## src/pkg/btq_consts.svh

```systemverilog
`ifndef BTQ_CONSTS_SVH
`define BTQ_CONSTS_SVH

// ----------------------------------------
// Sizes
// ----------------------------------------
`define BTQ_DEPTH 4
`define BTQ_CNT_W 3
`define BTQ_TAG_W 8
`define BTQ_LEN_W 8
`define BTQ_TALLY_W 16
`define BTQ_QUOTA_W 16

// ----------------------------------------
// Descriptor fields
// ----------------------------------------
`define BTQ_DESC_W 16
`define BTQ_DESC_TAG_LSB 8
`define BTQ_DESC_LEN_LSB 0

// ----------------------------------------
// Reset values
// ----------------------------------------
`define BTQ_TALLY_RST 16'h0000
`define BTQ_QUOTA_RST 16'h0000
`define BTQ_FILL_RST 3'h0
`define BTQ_CAPACITY 3'h4

`endif

```

## src/pkg/btq_pkg.sv

```systemverilog
`include "btq_consts.svh"

package btq_pkg;

    typedef enum logic [1:0] {
        BTQ_BASIC,
        BTQ_AUTOMATIC,
        BTQ_USER
    } btq_policy_e;

    typedef enum logic {
        BTQ_CONTINUOUS,
        BTQ_COUNTED
    } btq_style_e;

    typedef enum logic {
        BTQ_IDLE,
        BTQ_SEND
    } btq_state_e;

    typedef struct packed {
        logic [`BTQ_TAG_W-1:0] tag;
        logic [`BTQ_LEN_W-1:0] len;
    } btq_desc_s;

endpackage

```

## src/pkg/btq_queue_if.sv

```systemverilog
`timescale 1ns/1ps
`include "btq_consts.svh"

interface btq_queue_if #(
    parameter int WIDTH = `BTQ_DESC_W,
    parameter int CNT_W = `BTQ_CNT_W
);
    logic in_valid;
    logic in_ready;
    logic [WIDTH-1:0] in_data;
    logic out_valid;
    logic out_ready;
    logic [WIDTH-1:0] out_data;
    logic [CNT_W-1:0] count;
    logic flush;

    modport ctrl (
        output in_valid, in_data, out_ready, flush,
        input in_ready, out_valid, out_data, count
    );

    modport store (
        input in_valid, in_data, out_ready, flush,
        output in_ready, out_valid, out_data, count
    );
endinterface

```

## src/rtl/btq_fifo.sv

```systemverilog
`timescale 1ns/1ps

module btq_fifo #(
    parameter int WIDTH = 16,
    parameter int DEPTH = 4,
    parameter int CNT_W = 3
) (
    input wire logic i_clk,
    input wire logic i_reset,
    btq_queue_if.store q
);
    localparam int PTR_W = (DEPTH > 1) ? $clog2(DEPTH) : 1;
    localparam logic [CNT_W-1:0] FULL = CNT_W'(DEPTH);
    localparam logic [PTR_W-1:0] LAST = PTR_W'(DEPTH - 1);

    logic [WIDTH-1:0] mem [DEPTH];
    logic [PTR_W-1:0] wr_ptr;
    logic [PTR_W-1:0] rd_ptr;
    logic [CNT_W-1:0] count;
    logic push;
    logic pop;

    assign q.in_ready = (count != FULL);
    assign q.out_valid = (count != '0);
    assign q.out_data = mem[rd_ptr];
    assign q.count = count;
    assign push = q.in_valid && q.in_ready && !q.flush;
    assign pop = q.out_valid && q.out_ready && !q.flush;

    // ----------------------------------------
    // Storage
    // ----------------------------------------
    always_ff @(posedge i_clk) begin
        if (push) begin
            mem[wr_ptr] <= q.in_data;
        end
    end

    always_ff @(posedge i_clk or posedge i_reset) begin
        if (i_reset) begin
            wr_ptr <= '0;
            rd_ptr <= '0;
        end else if (q.flush) begin
            wr_ptr <= '0;
            rd_ptr <= '0;
        end else begin
            if (push) begin
                wr_ptr <= (wr_ptr == LAST) ? '0 : wr_ptr + 1'b1;
            end
            if (pop) begin
                rd_ptr <= (rd_ptr == LAST) ? '0 : rd_ptr + 1'b1;
            end
        end
    end

    always_ff @(posedge i_clk or posedge i_reset) begin
        if (i_reset) begin
            count <= '0;
        end else if (q.flush) begin
            count <= '0;
        end else if (push && !pop) begin
            count <= count + 1'b1;
        end else if (pop && !push) begin
            count <= count - 1'b1;
        end
    end
endmodule

```

## src/rtl/btq_top.sv

```systemverilog
`timescale 1ns/1ps
`include "btq_consts.svh"

module btq_top (
    input wire logic i_clk,
    input wire logic i_reset,
    input wire btq_pkg::btq_policy_e i_dispatch_policy,
    input wire btq_pkg::btq_style_e i_manual_send_style,
    input wire logic [`BTQ_QUOTA_W-1:0] i_burst_quota,
    input wire logic i_begin_sending_cmd,
    input wire logic i_halt_sending_cmd,
    input wire logic i_stream_close,
    input wire logic i_blk_valid,
    input wire logic [`BTQ_TAG_W-1:0] i_blk_tag,
    input wire logic [`BTQ_LEN_W-1:0] i_blk_len,
    output logic o_blk_ready,
    output logic o_pkt_valid,
    input wire logic i_pkt_ready,
    output logic [`BTQ_TAG_W-1:0] o_pkt_tag,
    output logic [`BTQ_LEN_W-1:0] o_pkt_index,
    output logic o_pkt_last,
    output logic [`BTQ_CNT_W-1:0] o_backlog_capacity,
    output logic [`BTQ_CNT_W-1:0] o_backlog_fill,
    output logic [`BTQ_TALLY_W-1:0] o_dropped_block_tally,
    output logic o_sending,
    output logic o_user_running
);

    // ----------------------------------------
    // Queue store
    // ----------------------------------------
    btq_queue_if #(
        .WIDTH(`BTQ_DESC_W),
        .CNT_W(`BTQ_CNT_W)
    ) q ();

    btq_fifo #(
        .WIDTH(`BTQ_DESC_W),
        .DEPTH(`BTQ_DEPTH),
        .CNT_W(`BTQ_CNT_W)
    ) u_fifo (
        .i_clk(i_clk),
        .i_reset(i_reset),
        .q(q)
    );

    // ----------------------------------------
    // Declarations
    // ----------------------------------------
    localparam logic [`BTQ_CNT_W-1:0] FULL_LEVEL = `BTQ_CAPACITY;

    btq_pkg::btq_desc_s stage_desc;
    btq_pkg::btq_desc_s head_desc;
    btq_pkg::btq_state_e state;
    btq_pkg::btq_state_e next_state;
    logic stage_valid;
    logic next_stage_valid;
    logic take_in;
    logic push;
    logic drop;
    logic gate;
    logic block_done;
    logic tx_take;
    logic pkt_advance;
    logic user_run;
    logic user_cmd_ok;
    logic [`BTQ_QUOTA_W-1:0] quota_left;
    logic [`BTQ_LEN_W-1:0] cur_last_idx;
    logic [`BTQ_LEN_W-1:0] head_last_idx;

    // ----------------------------------------
    // Staging of finished blocks
    // ----------------------------------------
    // Completed blocks only
    // A descriptor arrives once the block, chunk data included, is done.
    // One offered in a close cycle is lost: the producer sees it taken,
    // but staging is cleared with the rest of the stream state.
    assign take_in = i_blk_valid && o_blk_ready;

    assign push = stage_valid && q.in_ready;

    always_comb begin
        if (i_stream_close) begin
            next_stage_valid = 1'b0;
        end else if (take_in) begin
            next_stage_valid = 1'b1;
        end else if (push) begin
            next_stage_valid = 1'b0;
        end else begin
            next_stage_valid = stage_valid;
        end
    end

    always_ff @(posedge i_clk or posedge i_reset) begin
        if (i_reset) begin
            stage_valid <= 1'b0;
        end else begin
            stage_valid <= next_stage_valid;
        end
    end

    always_ff @(posedge i_clk or posedge i_reset) begin
        if (i_reset) begin
            stage_desc <= '0;
        end else if (take_in) begin
            stage_desc.tag <= i_blk_tag;
            stage_desc.len <= i_blk_len;
        end
    end

    // Ready is a flop so the producer sees a clean level
    always_ff @(posedge i_clk or posedge i_reset) begin
        if (i_reset) begin
            o_blk_ready <= 1'b0;
        end else begin
            o_blk_ready <= !next_stage_valid;
        end
    end

    // ----------------------------------------
    // Queue feed and overwrite
    // ----------------------------------------
    // Blocks wait in queue
    assign q.in_valid = stage_valid;
    assign q.in_data = stage_desc;

    assign q.flush = i_stream_close;

    // Drop oldest unsent
    // The block in flight sits in its own registers, so the queue
    // head is always the oldest block whose sending has not begun.
    assign drop = stage_valid && (q.count == FULL_LEVEL) && !tx_take
        && !i_stream_close;

    assign q.out_ready = drop || tx_take;

    assign head_desc = q.out_data;

    // ----------------------------------------
    // Dispatch gating
    // ----------------------------------------
    // User policy only
    assign user_cmd_ok = (i_dispatch_policy == btq_pkg::BTQ_USER);

    always_comb begin
        unique case (i_dispatch_policy)
            btq_pkg::BTQ_BASIC: gate = 1'b1;
            btq_pkg::BTQ_AUTOMATIC: gate = 1'b1;
            btq_pkg::BTQ_USER: gate = user_run;
            // Code 3 is no policy, so the gate stays shut for it
            default: gate = 1'b0;
        endcase
    end

    // Halt spares block
    // Halt only blocks new takes; the packet walk of the current
    // block carries on until its last packet is accepted.
    always_ff @(posedge i_clk or posedge i_reset) begin
        if (i_reset) begin
            user_run <= 1'b0;
        end else if (i_stream_close) begin
            user_run <= 1'b0;
        // Halt is looked at first so it wins over a begin in one cycle
        end else if (user_cmd_ok && i_halt_sending_cmd) begin
            user_run <= 1'b0;
        end else if (user_cmd_ok && i_begin_sending_cmd) begin
            if (i_manual_send_style == btq_pkg::BTQ_COUNTED) begin
                user_run <= (i_burst_quota != '0);
            end else begin
                user_run <= 1'b1;
            end
        end else if (tx_take && user_cmd_ok
            && i_manual_send_style == btq_pkg::BTQ_COUNTED
            && quota_left <= `BTQ_QUOTA_W'(1)) begin
            user_run <= 1'b0;
        end
    end

    always_ff @(posedge i_clk or posedge i_reset) begin
        if (i_reset) begin
            quota_left <= `BTQ_QUOTA_RST;
        end else if (i_stream_close) begin
            quota_left <= `BTQ_QUOTA_RST;
        // A begin overridden by halt leaves the old quota in place
        end else if (user_cmd_ok && i_begin_sending_cmd
            && !i_halt_sending_cmd) begin
            quota_left <= i_burst_quota;
        end else if (tx_take && user_cmd_ok
            && i_manual_send_style == btq_pkg::BTQ_COUNTED
            && quota_left != '0) begin
            quota_left <= quota_left - 1'b1;
        end
    end

    // ----------------------------------------
    // Transmitter
    // ----------------------------------------
    // Capture independent
    // Capture controls have no path into this logic at all.
    assign pkt_advance = o_pkt_valid && i_pkt_ready;

    assign block_done = (state == btq_pkg::BTQ_SEND) && pkt_advance
        && o_pkt_last;

    // Next oldest follows
    // The next block is taken in the cycle the last packet leaves.
    assign tx_take = ((state == btq_pkg::BTQ_IDLE) || block_done)
        && q.out_valid && gate && !i_stream_close;

    // Zero length counts as a single packet
    assign head_last_idx = (head_desc.len == '0) ? '0
        : head_desc.len - 1'b1;

    always_comb begin
        next_state = state;
        if (i_stream_close) begin
            next_state = btq_pkg::BTQ_IDLE;
        end else if (tx_take) begin
            next_state = btq_pkg::BTQ_SEND;
        end else if (block_done) begin
            next_state = btq_pkg::BTQ_IDLE;
        end
    end

    always_ff @(posedge i_clk or posedge i_reset) begin
        if (i_reset) begin
            state <= btq_pkg::BTQ_IDLE;
        end else begin
            state <= next_state;
        end
    end

    always_ff @(posedge i_clk or posedge i_reset) begin
        if (i_reset) begin
            o_pkt_valid <= 1'b0;
            o_pkt_tag <= '0;
            o_pkt_index <= '0;
            o_pkt_last <= 1'b0;
            cur_last_idx <= '0;
        end else if (i_stream_close) begin
            o_pkt_valid <= 1'b0;
            o_pkt_last <= 1'b0;
        end else if (tx_take) begin
            o_pkt_valid <= 1'b1;
            o_pkt_tag <= head_desc.tag;
            o_pkt_index <= '0;
            o_pkt_last <= (head_last_idx == '0);
            cur_last_idx <= head_last_idx;
        end else if (block_done) begin
            o_pkt_valid <= 1'b0;
            o_pkt_last <= 1'b0;
        end else if (pkt_advance) begin
            o_pkt_index <= o_pkt_index + 1'b1;
            o_pkt_last <= (o_pkt_index + 1'b1 == cur_last_idx);
        end
    end

    always_ff @(posedge i_clk or posedge i_reset) begin
        if (i_reset) begin
            o_sending <= 1'b0;
        end else begin
            o_sending <= (next_state == btq_pkg::BTQ_SEND);
        end
    end

    always_ff @(posedge i_clk or posedge i_reset) begin
        if (i_reset) begin
            o_user_running <= 1'b0;
        end else begin
            o_user_running <= user_run;
        end
    end

    // ----------------------------------------
    // Status
    // ----------------------------------------
    // Capacity constant
    // Kept in a flop so that every output leaves a register
    always_ff @(posedge i_clk or posedge i_reset) begin
        if (i_reset) begin
            o_backlog_capacity <= `BTQ_CAPACITY;
        end else begin
            o_backlog_capacity <= `BTQ_CAPACITY;
        end
    end

    // Fill level
    // Lags the store by one cycle; good enough for software polling.
    always_ff @(posedge i_clk or posedge i_reset) begin
        if (i_reset) begin
            o_backlog_fill <= `BTQ_FILL_RST;
        end else begin
            o_backlog_fill <= q.count;
        end
    end

    // Tally cleared
    // Saturates rather than wrapping so a long outage is not hidden.
    always_ff @(posedge i_clk or posedge i_reset) begin
        if (i_reset) begin
            o_dropped_block_tally <= `BTQ_TALLY_RST;
        end else if (drop && (o_dropped_block_tally != '1)) begin
            o_dropped_block_tally <= o_dropped_block_tally + 1'b1;
        end
    end

endmodule

```

## config.mk

```make
export PLATFORM = sky130hd
export DESIGN_NAME = btq_top
export DESIGN_NICKNAME = d
export VERILOG_FILES = /design/src/pkg/btq_pkg.sv /design/src/pkg/btq_queue_if.sv /design/src/rtl/btq_fifo.sv /design/src/rtl/btq_top.sv
export VERILOG_INCLUDE_DIRS = /design/src /design/src/pkg
export SDC_FILE = /design/constraint.sdc
export NUM_CORES = 1
export LEC_CHECK = 0
export BUFFER_PORTS_ARGS = -buffer_cell sky130_fd_sc_hd__clkbuf_2
export CORE_UTILIZATION = 52
export CTS_CLUSTER_SIZE = 24
export DETAILED_ROUTE_END_ITERATION = 16
export GPL_TIMING_DRIVEN = 0
export PLACE_DENSITY_LB_ADDON = 0.15
export SLEW_MARGIN = 10
export SYNTH_ARGS = -nofsm -noshare
export SYNTH_HDL_FRONTEND = slang
export SYNTH_SLANG_ARGS = --single-unit
```

## constraint.sdc

```tcl
create_clock -name i_clk -period 2.7 [get_ports i_clk]
set_input_delay 0.54 -clock i_clk [delete_from_list [all_inputs] [get_ports i_clk]]
set_output_delay 0.54 -clock i_clk [all_outputs]
set_load 0.02 [all_outputs]
```

==> out/results.txt <==
Worst Max-Slew Pin Slew: 0.8896 ns
Synth Register Bits: 152
Pin count of the biggest net entering global routing: 31
Dpl cells: 794
Synth Area in Simple Gates: 14.42%
Synth unique cells: 66
Final setup violation count: 0
Worst-case clock buffer depth: 2
Port bufs: 81
Synth async-reset ratio: 57.89%
Setup Buffers After CTS: 0
Vias: 4,524
Worst Setup Slack, final: 0.3230 ns
Relative slew slack: 40.69%
Leak pwr: 0.003450 uW
Share of layout cells above drive strength 1: 28.29%
Max Slew Vio Count: 0
Compound-gate portion of the synthesized area: 7.317%
Die width: 117.6 um
Yosys Warn Count: 0
H-tree levels: 4
Num CTS Buffers: 17
Maximum vdd drop: 0.9607 mV
Main synth FF type: dfrtp_1
Flop2flop setup slack: 0.32 ns
CTS tree: yes
Synth Area in XOR/XNOR: 5.424%
Kind of start point of the critical path: flop
CP required: 2.98 ns
Max Clock Skew: 0.007488 ns
Final wirelength: 13,830 um
Core area: 0.01282 sq mm
WL/cell: 16.74 um
Synth area leaders: dfrtp_1, edfxtp_1, mux4_2
Seq/Total Area, Yosys: 59.40%
DR vias/cell: 5.477
Crit path DAT: 2.66 ns
Pre-antenna DRT Iters: 4
Initial antenna violation count: 0
PwrDens: 855.6 mW/mm^2
Clock sinks: 152
Die height: 117.6 um
Die Area: 0.01382 sq mm
First-pass GRT wire length: 22,910 um
Worst Setup EP: quota_left[11]
Area Growth Syn to Fin: 18.83%
Gr usage total: 21.65%
R2R cell count: 9
Hold WC Path Type: input port to async pin
Post-synth EDFFs: 64
Post-synthesis cell area: 0.006943 sq mm
Reg-to-reg startpoint: quota_left[0]
Post-route ant nets: 0
GRT overflow: 0
Worst r2r dst: quota_left[11]
Fin nets: 695
HPWL after DPL: 9756 um
Final Non-Filler Cells: 826
Clk_lat worst skew: 0.43 ns
Hold buffer count at cts: 0
Initial Utilization: 54.14%
Vias in the first global route: 4,517
Number of I/O pins: 85
Place WS: 0.1945 ns
Mux cell area share after synthesis: 8.686%
Final Hold Viols: 0
Avg Cell Area, Syn: 12.93 sq um
Fmax: 420.7 MHz
Worst-path clk slew: 0.06 ns
Post-Synth Adder-Cell Area: 2.271%
DR iter-0 viols: 330
Max-Cap Viols: 0
Clock root buffer: clkbuf_16
Site row count: 41
Status: completed
Number of diodes: 0
Max Fanout on Critical Path: 10
Period minus WS final: 2.377 ns
Final TNS setup: 0 ns
Worst setup startpoint: quota_left[0]
Post-CTS Resized: 0
Critical path class: flop to flop
# DRC: 0
Worst Setup End Kind: flop
Cell taking the most area after synthesis: dfrtp_1
Fin crit share: 88.04%
Synth top area share: 31.72%
GP Congestion: 0.8601
Synth Instances: 537
Largest family of logic cells by synthesized area: simple AND/OR/NAND/NOR gates
RSZ-0062 raised after global routing: false
==> cells by family after synthesis <==
| family | count (synthesis) |
|---|---|
| AND/OR/NAND/NOR | 182 |
| other | 2 |
| buffers and inverters | 35 |
| flip-flops | 152 |
| XOR/XNOR | 43 |
| multiplexers | 38 |
| AO/OA/AOI/OAI | 73 |
| adder cells (fa/ha/maj) | 12 |
==> stage by stage <==
stage	hold WS (ns)	utilization [%]	area, sq um	total power, uW
final	0.09629	64.33	8250	7059
after CTS	0.09109	64.33	8250	7130
after global routing	0.1112	64.33	8250	7421
after detailed placement	0.4016	59.56	7639	4673
after floorplan	0.3746	-	6950	4189
after global placement	0.3991	59.03	7571	4602
==> flip-flops by register name (all words and copies together), names as in the netlist <==
register and cells:
q.in_valid 1, o_pkt_tag 8, u_fifo.q.count 3, u_fifo.wr_ptr 2, o_pkt_index 8, o_user_running 1, cur_last_idx 8, u_fifo.mem 64
o_pkt_last 1, user_run 1, o_dropped_block_tally 16, q.in_data 16, o_blk_ready 1, quota_left 16, o_backlog_fill 3, o_sending 1
u_fifo.rd_ptr 2
==> report_power, final <==
part	switching, uW	internal, uW	leakage (uW)
Clock	955	1490	0.000299
Combinational	934	721	0.00142
Sequential	239	2720	0.00173
==> how the worst min path moves through the flow <==
stage                          end  slack [ns]  cells past startpoint
CTS                 o_pkt_index[4]        0.09                      2
global route        o_pkt_index[4]        0.11                      2
detailed placement  o_user_running        0.40                      0
global placement    o_user_running        0.40                      0
finish              o_pkt_index[4]         0.1                      2
floorplan           o_user_running        0.37                      0
==> routing by layer <==
| layer | wire length [um] | part of all wire, % | vias to the layer above | track usage [%] |
|---|---|---|---|---|
| met5 | 0 | 0 | - | 0 |
| met4 | 283 | 2.0 | 0 | 9.696 |
| met3 | 474 | 3.4 | 21 | 4.700 |
| met2 | 6864 | 50 | 87 | 35.43 |
| met1 | 6204 | 45 | 2255 | 27.77 |
| li1 | - | - | 2161 | - |
==> Yosys cell counts, types with 15 or more instances <==
| library cell | count |
|---|---|
| dfrtp_1 | 88 |
| edfxtp_1 | 64 |
| nand2_1 | 51 |
| nor2_1 | 36 |
| o21ai_0 | 28 |
| xnor2_1 | 25 |
| mux2_2 | 18 |
| xor2_1 | 18 |
| mux4_2 | 16 |
| nand3_1 | 16 |
| inv_1 | 15 |
==> final cells by class <==
cell class	instances	area [sq um]
Clock inverter	13	168.9
Timing Repair Buffer	84	473.0
Tap cell	172	215.2
Multi-Input combinational cell	351	2658
Inverter	15	60.06
Buffer	20	108.9
Fill cell	983	4574
Clock buffer	19	442.9
Sequential cell	152	4124
==> cells in the final DEF, fill, tap and decap left out, types with 5 or more instances in the layout <==
| cell type | n |
|---|---|
| clkbuf_2 | 81 |
| nor2_1 | 36 |
| nand2_1 | 51 |
| nor2b_1 | 6 |
| mux2_2 | 18 |
| nor3_1 | 10 |
| clkbuf_1 | 12 |
| and2_1 | 7 |
| mux4_2 | 16 |
| a21oi_1 | 11 |
| nand3_1 | 16 |
| and3_1 | 5 |
| inv_1 | 14 |
| ha_1 | 11 |
| xor2_1 | 18 |
| clkbuf_16 | 17 |
| a211oi_1 | 7 |
| edfxtp_1 | 64 |
| o21ai_0 | 28 |
| dfrtp_1 | 88 |
| xnor2_1 | 25 |
| nor4_1 | 6 |
| nand4_1 | 9 |
==> critical path, cell delays in order, from the launching register on <==
cell and delay [ns]:
dfrtp_1 0.44, inv_1 0.08, ha_1 0.18, nor3b_2 0.33, nand4b_1 0.35, o21a_1 0.31, buf_6 0.15, nand3_2 0.11
xor2_1 0.18, a211oi_2 0.09
Power figures use the tool's default switching activity.
